### src/inc/psdr_pkg.sv
`default_nettype none
package psdr_pkg;

  // ****************************************
  // Register byte offsets
  // ****************************************
  localparam logic [7:0] OFS_RESTART_DEADBAND = 8'h00;
  localparam logic [7:0] OFS_PULSE_STEERING   = 8'h04;
  localparam logic [7:0] OFS_MODE_CTRL        = 8'h08;
  localparam logic [7:0] OFS_SHUTDOWN_CTRL    = 8'h0c;
  localparam logic [7:0] OFS_PERIOD_LIMIT     = 8'h10;
  localparam logic [7:0] OFS_DUTY             = 8'h14;
  localparam logic [7:0] OFS_IRQ_STATUS       = 8'h18;
  localparam logic [7:0] OFS_IRQ_MASK         = 8'h1c;

  // ****************************************
  // Reset values
  // ****************************************
  localparam logic [7:0] RST_RESTART_DEADBAND = 8'h00;
  localparam logic [6:0] RST_PULSE_STEERING   = 7'h01;
  localparam logic [6:0] RST_MODE_CTRL        = 7'h00;
  localparam logic [7:0] RST_SHUTDOWN_CTRL    = 8'h00;
  localparam logic [7:0] RST_PERIOD_LIMIT     = 8'hff;
  localparam logic [7:0] RST_DUTY             = 8'h80;

  // ****************************************
  // Field codes and bit positions
  // ****************************************
  localparam logic [1:0] PWM_MODE_HI      = 2'h3;
  localparam logic [1:0] CFG_SINGLE       = 2'h0;
  localparam logic [1:0] CFG_HALF_BRIDGE  = 2'h2;
  localparam logic [1:0] PAIR_NONE        = 2'h0;
  localparam logic [1:0] PAIR_AB          = 2'h1;
  localparam logic [1:0] PAIR_AC          = 2'h2;
  localparam logic [1:0] PAIR_AD          = 2'h3;
  localparam int         IRQ_BIT_SHUTDOWN = 0;
  localparam int         IRQ_BIT_PERIOD   = 1;
  localparam logic [6:0] DB_COUNT_ZERO    = 7'h00;

  // ****************************************
  // Register layouts
  // ****************************************
  typedef struct packed {
    logic       restart_auto_enable;
    logic [6:0] dead_band_count;
  } psdr_rdb_type;

  // Bit 5 is not stored; it is inserted as zero on read
  typedef struct packed {
    logic [1:0] compl_pair_select;
    logic       steer_sync_select;
    logic       steer_enable_d;
    logic       steer_enable_c;
    logic       steer_enable_b;
    logic       steer_enable_a;
  } psdr_steer_type;

  typedef struct packed {
    logic       timer_run;
    logic [1:0] output_config_bits;
    logic [3:0] capcomp_mode_bits;
  } psdr_mode_type;

  typedef struct packed {
    logic       shutdown_event_flag;
    logic [2:0] shutdown_source_sel;
    logic [1:0] shutdown_state_pair_ac;
    logic [1:0] shutdown_state_pair_bd;
  } psdr_sdc_type;

  typedef struct packed {
    logic [6:0] cnt;
    logic       out;
  } psdr_db_state_type;

  typedef struct packed {
    psdr_rdb_type   rdb;
    psdr_steer_type steer;
    psdr_steer_type steer_eff;
    psdr_mode_type  mode;
    psdr_sdc_type   sdc;
    logic [7:0]     period_limit;
    logic [7:0]     duty;
    logic [7:0]     period_timer;
    logic           shut_hold;
    logic           flag_prev;
    logic [1:0]     irq_stat;
    logic [1:0]     irq_mask;
    logic           flt_s1;
    logic           flt_s2;
    logic [1:0]     cmp_s1;
    logic [1:0]     cmp_s2;
    logic [3:0]     pin_out;
    logic [3:0]     pin_oe;
    logic [3:0]     pin_own;
    logic           ack;
    logic [31:0]    rdata;
  } psdr_state_type;

endpackage : psdr_pkg
`default_nettype wire

### src/rtl/psdr_deadband.sv
`timescale 1ns/1ps
`default_nettype none
module psdr_deadband (
  input  wire logic       clk,
  input  wire logic       rst_n,
  input  wire logic       freeze,
  input  wire logic       active_in,
  input  wire logic [6:0] delay_count,
  output logic            active_out
);

  psdr_pkg::psdr_db_state_type q;
  psdr_pkg::psdr_db_state_type d;

  // ****************************************
  // Rising edges wait out the delay, falling edges pass at once
  // ****************************************
  always_comb begin
    d = q;
    if (!freeze) begin
      if (!active_in) begin
        d.out = 1'b0;
        d.cnt = psdr_pkg::DB_COUNT_ZERO;
      end else if (!q.out) begin
        // A count lowered mid-wait ends the wait instead of wrapping past 127
        if (q.cnt >= delay_count) begin
          d.out = 1'b1;
        end else begin
          d.cnt = q.cnt + 7'h01;
        end
      end
    end
  end

  always_ff @(posedge clk or negedge rst_n) begin
    if (!rst_n) begin
      q <= '0;
    end else begin
      q <= d;
    end
  end

  assign active_out = q.out;

endmodule : psdr_deadband
`default_nettype wire

### src/rtl/psdr_top.sv
// Summary of operation
// - With auto restart on, event flag clears itself once shutdown cause is gone.
// - Each inactive-to-active edge is delayed by the dead-band count in cycles.
// - Steering works only with mode bits 3:2 at 11 and output config 00.
// - A set steer enable routes the polarised waveform to its pin, else port.
// - In steering mode the low two mode bits set pin polarity.
// - Shutdown forces only pins that carry PWM output.
// - Pair field 00 uses steer enables; 01 A/B, 10 A/C, 11 A/D.
// - Sync bit 0: steering changes right after the register write.
// - Sync bit 1: steering changes at the next period start.
// - Bit 5 of the steering register always reads zero.
// - In sleep the timer and PWM logic freeze, pins hold; bus register writes still land.
// - In primary idle the module keeps running unchanged.
// - Dead band is inserted only on non-active to active transitions.
// - After shutdown ends, outputs stay shut until the next period starts.
// - Pair A/C and B/D shutdown field: 00 low, 01 high, 1x tri-state.
// - Shutdown is level sensitive and persists while the condition stands.
//
// Added by the designer: the register offsets and the Wishbone interface to the registers.
`timescale 1ns/1ps
`default_nettype none
module psdr_top (
  input  wire logic        REF_CLK,
  input  wire logic        RST_N,
  input  wire logic        WB_CYC_I,
  input  wire logic        WB_STB_I,
  input  wire logic        WB_WE_I,
  input  wire logic [7:0]  WB_ADR_I,
  input  wire logic [3:0]  WB_SEL_I,
  input  wire logic [31:0] WB_DAT_I,
  output logic      [31:0] WB_DAT_O,
  output logic             WB_ACK_O,
  input  wire logic        SLEEP,
  input  wire logic        FAULT_N,
  input  wire logic        CMP1_OUT,
  input  wire logic        CMP2_OUT,
  output logic      [3:0]  PWM_OUT,
  output logic      [3:0]  PWM_OE,
  output logic      [3:0]  PWM_OWN,
  output logic             PERIOD_START,
  output logic             IRQ
);

  // ****************************************
  // Helpers
  // ****************************************
  // Returns {drive enable, level} for a pair in shutdown
  function automatic logic [1:0] psdr_pss_drive(input logic [1:0] pss);
    case (pss)
      2'h0:    psdr_pss_drive = 2'h2;
      2'h1:    psdr_pss_drive = 2'h3;
      default: psdr_pss_drive = 2'h0;
    endcase
  endfunction : psdr_pss_drive

  function automatic logic psdr_w1(input logic sel, input logic we, input logic hit);
    psdr_w1 = sel && we && hit;
  endfunction : psdr_w1

  psdr_pkg::psdr_state_type q;
  psdr_pkg::psdr_state_type d;

  logic       req;
  logic       period_start;
  logic       sd_cond;
  logic       fault_act;
  logic       steer_mode;
  logic       half_bridge;
  logic       pwm_raw;
  logic       db_main;
  logic       db_comp;
  logic       forced;
  logic [3:0] act;
  logic [3:0] own;
  logic [3:0] pol_low;
  logic [1:0] drv_ac;
  logic [1:0] drv_bd;
  logic [7:0] wbyte;
  logic [7:0] rbyte;

  // ****************************************
  // Dead-band units for the main and complementary waveforms
  // ****************************************
  psdr_deadband u_db_main (
    .clk         (REF_CLK),
    .rst_n       (RST_N),
    .freeze      (SLEEP),
    .active_in   (pwm_raw),
    .delay_count (q.rdb.dead_band_count),
    .active_out  (db_main)
  );

  psdr_deadband u_db_comp (
    .clk         (REF_CLK),
    .rst_n       (RST_N),
    .freeze      (SLEEP),
    .active_in   (~pwm_raw),
    .delay_count (q.rdb.dead_band_count),
    .active_out  (db_comp)
  );

  // ****************************************
  // Shared combinational terms
  // ****************************************
  always_comb begin
    req          = WB_CYC_I && WB_STB_I && !q.ack;
    wbyte        = WB_DAT_I[7:0];
    // Idle needs no gating here: only sleep freezes the module
    period_start = q.mode.timer_run && !SLEEP
                   && (q.period_timer == q.period_limit);
    fault_act    = !q.flt_s2;
    sd_cond      = (q.sdc.shutdown_source_sel[0] && q.cmp_s2[0])
                || (q.sdc.shutdown_source_sel[1] && q.cmp_s2[1])
                || (q.sdc.shutdown_source_sel[2] && fault_act);
    steer_mode   = (q.mode.capcomp_mode_bits[3:2] == psdr_pkg::PWM_MODE_HI)
                && (q.mode.output_config_bits == psdr_pkg::CFG_SINGLE);
    half_bridge  = (q.mode.capcomp_mode_bits[3:2] == psdr_pkg::PWM_MODE_HI)
                && (q.mode.output_config_bits == psdr_pkg::CFG_HALF_BRIDGE);
    pwm_raw      = q.mode.timer_run && (q.period_timer < q.duty);
    forced       = q.sdc.shutdown_event_flag || q.shut_hold;
    drv_ac       = psdr_pss_drive(q.sdc.shutdown_state_pair_ac);
    drv_bd       = psdr_pss_drive(q.sdc.shutdown_state_pair_bd);
    pol_low      = {q.mode.capcomp_mode_bits[0], q.mode.capcomp_mode_bits[1],
                    q.mode.capcomp_mode_bits[0], q.mode.capcomp_mode_bits[1]};
    act          = 4'h0;
    own          = 4'h0;
    if (steer_mode) begin
      case (q.steer_eff.compl_pair_select)
        psdr_pkg::PAIR_AB: begin
          own = 4'h3;
          act = {2'h0, db_comp, db_main};
        end
        psdr_pkg::PAIR_AC: begin
          own = 4'h5;
          act = {1'b0, db_comp, 1'b0, db_main};
        end
        psdr_pkg::PAIR_AD: begin
          own = 4'h9;
          act = {db_comp, 2'h0, db_main};
        end
        default: begin
          own = {q.steer_eff.steer_enable_d, q.steer_eff.steer_enable_c,
                 q.steer_eff.steer_enable_b, q.steer_eff.steer_enable_a};
          act = own & {4{db_main}};
        end
      endcase
    end else if (half_bridge) begin
      own = 4'h3;
      act = {2'h0, db_comp, db_main};
    end
  end

  // ****************************************
  // Read multiplexer
  // ****************************************
  always_comb begin
    case (WB_ADR_I)
      psdr_pkg::OFS_RESTART_DEADBAND: rbyte = q.rdb;
      psdr_pkg::OFS_PULSE_STEERING:   rbyte = {q.steer.compl_pair_select, 1'b0,
                                               q.steer[4:0]};
      psdr_pkg::OFS_MODE_CTRL:        rbyte = {1'b0, q.mode};
      psdr_pkg::OFS_SHUTDOWN_CTRL:    rbyte = q.sdc;
      psdr_pkg::OFS_PERIOD_LIMIT:     rbyte = q.period_limit;
      psdr_pkg::OFS_DUTY:             rbyte = q.duty;
      psdr_pkg::OFS_IRQ_STATUS:       rbyte = {6'h00, q.irq_stat};
      psdr_pkg::OFS_IRQ_MASK:         rbyte = {6'h00, q.irq_mask};
      default:                        rbyte = 8'h00;
    endcase
  end

  // ****************************************
  // Next state
  // ****************************************
  always_comb begin
    d = q;
    d.flt_s1 = FAULT_N;
    d.flt_s2 = q.flt_s1;
    d.cmp_s1 = {CMP2_OUT, CMP1_OUT};
    d.cmp_s2 = q.cmp_s1;
    d.ack    = req;
    if (req) begin
      d.rdata = {24'h000000, rbyte};
    end

    // Bus writes land on the edge that raises ack
    if (psdr_w1(WB_SEL_I[0], WB_WE_I && req,
                WB_ADR_I == psdr_pkg::OFS_RESTART_DEADBAND)) begin
      d.rdb = wbyte;
    end
    if (psdr_w1(WB_SEL_I[0], WB_WE_I && req,
                WB_ADR_I == psdr_pkg::OFS_PULSE_STEERING)) begin
      d.steer = {wbyte[7:6], wbyte[4:0]};
    end
    if (psdr_w1(WB_SEL_I[0], WB_WE_I && req,
                WB_ADR_I == psdr_pkg::OFS_MODE_CTRL)) begin
      d.mode = wbyte[6:0];
    end
    if (psdr_w1(WB_SEL_I[0], WB_WE_I && req,
                WB_ADR_I == psdr_pkg::OFS_PERIOD_LIMIT)) begin
      d.period_limit = wbyte;
    end
    if (psdr_w1(WB_SEL_I[0], WB_WE_I && req,
                WB_ADR_I == psdr_pkg::OFS_DUTY)) begin
      d.duty = wbyte;
    end
    if (psdr_w1(WB_SEL_I[0], WB_WE_I && req,
                WB_ADR_I == psdr_pkg::OFS_IRQ_MASK)) begin
      d.irq_mask = wbyte[1:0];
    end
    if (psdr_w1(WB_SEL_I[0], WB_WE_I && req,
                WB_ADR_I == psdr_pkg::OFS_IRQ_STATUS)) begin
      d.irq_stat = q.irq_stat & ~wbyte[1:0];
    end
    if (psdr_w1(WB_SEL_I[0], WB_WE_I && req,
                WB_ADR_I == psdr_pkg::OFS_SHUTDOWN_CTRL)) begin
      d.sdc.shutdown_source_sel    = wbyte[6:4];
      d.sdc.shutdown_state_pair_ac = wbyte[3:2];
      d.sdc.shutdown_state_pair_bd = wbyte[1:0];
      // Firmware may raise the flag; clearing is refused while the cause stands
      if (wbyte[7]) begin
        d.sdc.shutdown_event_flag = 1'b1;
      end else if (!sd_cond) begin
        d.sdc.shutdown_event_flag = 1'b0;
      end
    end

    // Core logic holds still in sleep so pins keep their levels
    if (!SLEEP) begin
      d.period_timer = period_start ? 8'h00
                     : (q.mode.timer_run ? q.period_timer + 8'h01 : q.period_timer);

      if (!q.steer.steer_sync_select) begin
        d.steer_eff = q.steer;
      end else if (period_start) begin
        d.steer_eff = q.steer;
      end

      if (sd_cond) begin
        d.sdc.shutdown_event_flag = 1'b1;
      end else if (q.rdb.restart_auto_enable && q.sdc.shutdown_event_flag) begin
        d.sdc.shutdown_event_flag = 1'b0;
      end

      if (q.sdc.shutdown_event_flag) begin
        d.shut_hold = 1'b1;
      end else if (period_start) begin
        d.shut_hold = 1'b0;
      end

      d.flag_prev = q.sdc.shutdown_event_flag;
      // Set wins over a clear written in the same cycle
      if (q.sdc.shutdown_event_flag && !q.flag_prev) begin
        d.irq_stat[psdr_pkg::IRQ_BIT_SHUTDOWN] = 1'b1;
      end
      if (period_start) begin
        d.irq_stat[psdr_pkg::IRQ_BIT_PERIOD] = 1'b1;
      end

      d.pin_own = own;
      d.pin_out = act ^ pol_low;
      d.pin_oe  = own;
      if (forced) begin
        // Only pins carrying PWM are forced; others stay with the port
        d.pin_out = own & {drv_bd[0], drv_ac[0], drv_bd[0], drv_ac[0]};
        d.pin_oe  = own & {drv_bd[1], drv_ac[1], drv_bd[1], drv_ac[1]};
      end
    end
  end

  // ****************************************
  // State register
  // ****************************************
  always_ff @(posedge REF_CLK or negedge RST_N) begin
    if (!RST_N) begin
      q              <= '0;
      q.rdb          <= psdr_pkg::RST_RESTART_DEADBAND;
      q.steer        <= psdr_pkg::RST_PULSE_STEERING;
      q.steer_eff    <= psdr_pkg::RST_PULSE_STEERING;
      q.mode         <= psdr_pkg::RST_MODE_CTRL;
      q.sdc          <= psdr_pkg::RST_SHUTDOWN_CTRL;
      q.period_limit <= psdr_pkg::RST_PERIOD_LIMIT;
      q.duty         <= psdr_pkg::RST_DUTY;
      q.flt_s1       <= 1'b1;
      q.flt_s2       <= 1'b1;
    end else begin
      q <= d;
    end
  end

  // ****************************************
  // Outputs
  // ****************************************
  assign WB_DAT_O     = q.rdata;
  assign WB_ACK_O     = q.ack;
  assign PWM_OUT      = q.pin_out;
  assign PWM_OE       = q.pin_oe;
  assign PWM_OWN      = q.pin_own;
  assign PERIOD_START = period_start;
  assign IRQ          = |(q.irq_stat & q.irq_mask);

endmodule : psdr_top
`default_nettype wire

### config.mk
export PLATFORM = sky130hd
export DESIGN_NAME = psdr_top
export DESIGN_NICKNAME = d
export VERILOG_FILES = /design/src/inc/psdr_pkg.sv /design/src/rtl/psdr_deadband.sv /design/src/rtl/psdr_top.sv
export SDC_FILE = /design/constraint.sdc
export NUM_CORES = 1
export LEC_CHECK = 0
export BUFFER_PORTS_ARGS = -buffer_cell sky130_fd_sc_hd__buf_2
export CORE_UTILIZATION = 24
export DETAILED_ROUTE_END_ITERATION = 8
export GPL_TIMING_DRIVEN = 0
export SLEW_MARGIN = 20
export SYNTH_ARGS = -nofsm -noshare
export SYNTH_HDL_FRONTEND = slang
export SYNTH_SLANG_ARGS = --single-unit
### constraint.sdc
create_clock -name REF_CLK -period 2.7 [get_ports REF_CLK]
set_clock_uncertainty 0.05 [all_clocks]
set_input_delay 0.27 -clock REF_CLK [delete_from_list [all_inputs] [get_ports REF_CLK]]
set_output_delay 0.27 -clock REF_CLK [all_outputs]
set_load 0.005 [all_outputs]
Yosys cells after proc, flatten, opt, wreduce, memory -nomap -nowiden --
Index checks and enable logic that the tools add are counted.
Storage, ports and cells: bits in registers 109, latch bits 0, RAM bits 0, bits in read-only memories 0, bits of input ports 53, output and inout bits 47, logic and storage cells 149, memories kept 0
Operators by class: add/sub/neg operators 3, multiply operators 0, div/mod/pow operators 0, $lt $le $gt $ge 3, equality and inequality tests 20, shifts and indexed selects 0, mux-type cells 34, bitwise gates (word level) 8, reductions and logical operators 41
Operator list (count):
- $mux W8 | 8
- $pmux W8 S8 | 1
- $eq A8 B5 Y1 const B | 4
- $mux W7 | 4
- $pmux W4 S3 | 2
- $logic_and A1 B1 Y1 | 22
- $eq A8 B4 Y1 const B | 2
- $add A7 B1 Y7 const B | 2
- $ge A7 B7 Y1 | 2
- $and A4 B4 Y4 | 3
- $mux W1 | 11
- $add A8 B1 Y8 const B | 1
- $eq A2 B2 Y1 const B | 4
- $eq A8 B3 Y1 const B | 1
- $eq A8 B8 Y1 | 1
- $logic_not A8 Y1 | 1
- $lt A8 B8 Y1 | 1
- $mux W2 | 4
- $mux W4 | 2
- $ne A2 B2 Y1 const B | 4
- $pmux W2 S2 | 2
- $eq A2 B1 Y1 const B | 3
- $logic_not A2 Y1 | 3
- $reduce_and A2 Y1 | 3
- 10 further kinds | 18

Depth between registers and ports, before layout --
word-level depth 9, mapped depth 9, mapped depth without buffers 8

By module --
From an unflattened synthesis, not the netlist that was laid out.
Unflattened totals: cell total of the unflattened synthesis 596, area total of the unflattened synthesis 6304.8 um2
Modules (own cells, without submodules):
- psdr_top | times used 1, cells an instance 450, area each 4966.0 um2, sequential area each 2343.5 um2
- psdr_deadband | times used 2, cells an instance 73, area each 669.4 um2, sequential area each 200.2 um2

Worst setup path after synthesis --
Ideal clock, no wire load.
kind register to register, from reg u_db_main.q[1] (netlist name), to reg u_db_main.q[6] (netlist name), data arrival time 2004 ps, data required time 2522 ps, setup slack 518 ps, cell stages (with the launch flop) 9, cell sequence dfrtp_1 inv_1 ha_1 nand2b_4 a211o_1 a2111oi_4 o21ai_1 a21oi_1 o22ai_1
Between the ends: word-level cells in the longest chain between the ends 4, elaborated cells on any way between the ends 7, those cells by class add/sub: 1; order compare: 1; eq/ne: 1; mux: 3; reduce/logical: 1
RTL lines:
- from (decl) | RTL line psdr_deadband.sv:12 | psdr_pkg::psdr_db_state_type q;
- from (signal assigned) | RTL line psdr_deadband.sv:37 | q <= '0;
- from (signal assigned) | RTL line psdr_deadband.sv:39 | q <= d;
- $add A7 B1 Y7 | RTL line psdr_deadband.sv:29 | d.cnt = q.cnt + 7'h01;
- $mux W7 | RTL line psdr_deadband.sv:26 | if (q.cnt >= delay_count) begin
- $mux W8 | RTL line psdr_deadband.sv:24 | end else if (!q.out) begin
- $mux W8 | RTL line psdr_deadband.sv:21 | if (!active_in) begin
Parallel ways exist; a longest one is shown, timed or not. The select of a mux whose other input is x is not followed. A chain may end at the register's enable or synchronous reset.

Worst setup path after layout --
from reg q[77] (netlist name), to out PERIOD_START
Between the ends: word-level cells in the longest chain between the ends 2
RTL lines:
- from (decl) | RTL line psdr_top.sv:60 | psdr_pkg::psdr_state_type q;
- $eq A8 B8 Y1 | RTL line psdr_top.sv:110 | && (q.period_timer == q.period_limit);
- $logic_and A1 B1 Y1 | RTL line psdr_top.sv:110
- to (decl) | RTL line psdr_top.sv:40 | output logic PERIOD_START,
Every way passes these cells.

==> impl_metrics.env <==
export IMPL_synthToLayoutAreaGrowth_pct=18.32
export IMPL_r2r_start="q[72]"
export IMPL_cts_tree="done"
export IMPL_clk_pin_slew_ns=0.07
export IMPL_p_leak_nw=3.315
export IMPL_grt_max_degree=57
export IMPL_slew_headroom_pct=49.39
export IMPL_yosysTopAreaCellShare_pct=39.62
export IMPL_grt_pass1_wl_um=24580
export IMPL_rows=57
export IMPL_postRouteAntennaNets=0
export IMPL_drt_pre_antenna_iters=5
export IMPL_place_congestion=0.8159
export IMPL_period_share_pct=90.60
export IMPL_status="completed"
export IMPL_drv_slew=0
export IMPL_final_design_area_no_fill_mm2=0.007174
export IMPL_grt_overflow=0
export IMPL_fmax_mhz=408.8
export IMPL_synth_seq_area_share_pct=45.25
export IMPL_dp_slack_ns=0.1577
export IMPL_drive_gt1_share_pct=29.78
export IMPL_clock_sinks=109
export IMPL_design_die_area_mm2=0.02590
export IMPL_grtUsageTotal_pct=12.41
export IMPL_syn_area_mm2=0.006063
export IMPL_diodes=0
export IMPL_synth_async_reset_ratio_pct=100.0
export IMPL_setup_viol=0
export IMPL_arrival_ns=2.13
export IMPL_htreeDepth=3
export IMPL_synth_area_leaders="dfrtp_1, mux2_2, dfstp_2"
export IMPL_drc=0
export IMPL_ys_ff_latch=109
export IMPL_worst_slew_pin_slew_ns=0.7534
export IMPL_endpoint_kind="primary output"
export IMPL_ir_drop_mv=0.3306
export IMPL_finish_net_count=747
export IMPL_rr_worst_depth=8
export IMPL_start_kind="flop"
export IMPL_cts_buffers=9
export IMPL_cts_buffer_depth=2
export IMPL_crit_required_ns=2.38
export IMPL_synth_edff_count=0
export IMPL_maxCapViolations=0
export IMPL_dp_hpwl_um=11680
export IMPL_yosysUniqueCellTypes=61
export IMPL_die_w_um=160.9
export IMPL_final_cell_mix="dfrtp_1, nand2_1, mux2_2"
export IMPL_wl_um=15340
export IMPL_coreArea_mm2=0.02453
export IMPL_synth_top_area_cell="dfrtp_1"
export IMPL_synth_ff_type="dfrtp_1"
export IMPL_critPathCapture="PERIOD_START"
export IMPL_rsz0062_at_grt="no"
export IMPL_via_per_inst=4.489
export IMPL_die_h_um=160.9
export IMPL_postSynthAreaPerCell_um2=10.35
export IMPL_initial_core_util_pct=24.71
export IMPL_wl_per_cell_um=15.35
export IMPL_rr_endpoint="u_db_comp.q[3]"
export IMPL_fin_crit_ns=2.446
export IMPL_port_buffers=45
export IMPL_antenna_found_initial=1
export IMPL_grt_pass1_vias=4372
export IMPL_hold_viol_final=0
export IMPL_p_per_area_mw_per_mm2=487.8
export IMPL_r2r_setup_slack_ns=0.26
export IMPL_syn_inst=586
export IMPL_final_common_cell="dfrtp_1"
export IMPL_post_dp_cell_area_mm2=0.006814
export IMPL_synth_warnings=0
export IMPL_insertion_delay_ns=0.36
export IMPL_worstSetupPathType="flop to primary output"
export IMPL_startpoint="q[77]"
export IMPL_vias=4485
export IMPL_drt_iter0_markers=227
export IMPL_timing_final_ws_setup_ns=0.2539
export IMPL_ioPinCount=100
export IMPL_cts_root_buf="clkbuf_16"
export IMPL_hold_class="input port to flop"
export IMPL_worstPathMaxFanout=10
per-stage QoR:
stage | total power, mW | TNS (ns) | util (%) | cells | hold WS, ns
floorplan | 1.961 | 0 | - | 609 | -0.07559
global placement | 2.089 | -4.725 | 27.64 | 978 | 0.2853
detailed placement | 2.100 | 0 | 27.77 | 979 | 0.2237
CTS | 3.537 | 0 | 29.23 | 999 | 0.1809
global route | 3.647 | 0 | 29.24 | 999 | 0.2053
finish | 3.500 | 0 | 29.24 | 999 | 0.1878
worst min path at each step:
stage,from,endpoint,cells after the start
CTS,WB_DAT_I[6],q[87],3
detailed placement,RST_N,q[65],1
finish,WB_DAT_I[6],q[87],3
global route,WB_DAT_I[3],q[68],2
global placement,d[46],q[46],0
floorplan,RST_N,PWM_OE[0],0
cell type report:
type / instances / area (µm²)
fill: 2636 / 17360
multi-input combinational: 408 / 2888
sequential: 109 / 2744
buffer: 62 / 409.1
tap: 324 / 405.4
timing repair buffer: 50 / 299.0
clock buffer: 10 / 229.0
inverter: 30 / 112.6
clock inverter: 6 / 87.58
state kept, by name, indices dropped and copies added (netlist names):
register,cells
PWM_OE,4
PWM_OUT,4
PWM_OWN,4
WB_ACK_O,1
WB_DAT_O,8
d,3
pol_low,2
q,67
u_db_comp.active_out,1
u_db_comp.q,7
u_db_main.active_out,1
u_db_main.q,7
power breakdown:
group          switching [mW]  internal (mW)
combinational           0.212          0.148
sequential             0.0415           1.68
clock                   0.611          0.812
worst max-delay path: stages, from the launching register on:
cell,delay (ns)
dfstp_2,0.55
xnor2_1,0.15
nand4_1,0.13
nor4_2,0.39
clkbuf_2,0.36
buf_2,0.18
routing by layer:
layer / vias up / global-route usage (%) / part of all wire [%]
met5: - / 0 / 0.052
met2: 85 / 20.16 / 48
met4: 2 / 4.588 / 1.5
li1: 2177 / - / -
met1: 2203 / 16.54 / 47
met3: 18 / 1.989 / 3.5
kinds of logic after synthesis:
group | count (synthesis) | share of synthesized area [%]
AO/OA/AOI/OAI | 114 | 12.59
XOR/XNOR | 18 | 2.600
adder cells (fa/ha/maj) | 24 | 4.953
buffers and inverters | 92 | 8.584
flip-flops | 109 | 45.25
multiplexers | 69 | 12.73
other | 1 | 0.06185
AND/OR/NAND/NOR | 159 | 13.23
synthesized netlist by cell type (17+ instances only):
cell type / instances
dfrtp_1: 96
nand2_1: 58
mux2_2: 55
buf_4: 45
o21ai_0: 32
inv_1: 28
nor2_1: 27
ha_1: 24
a21oi_1: 23
nand3_1: 17
repair_timing:
action / in CTS / in global routing
endpoints found under the setup margin: 1 / 7
hold buffers: 4 / 0
resized for setup: 1 / 1
buffers inserted: 0 / 0
endpoints found under the hold margin: 48 / 0
(Power assumes the default switching activity.)
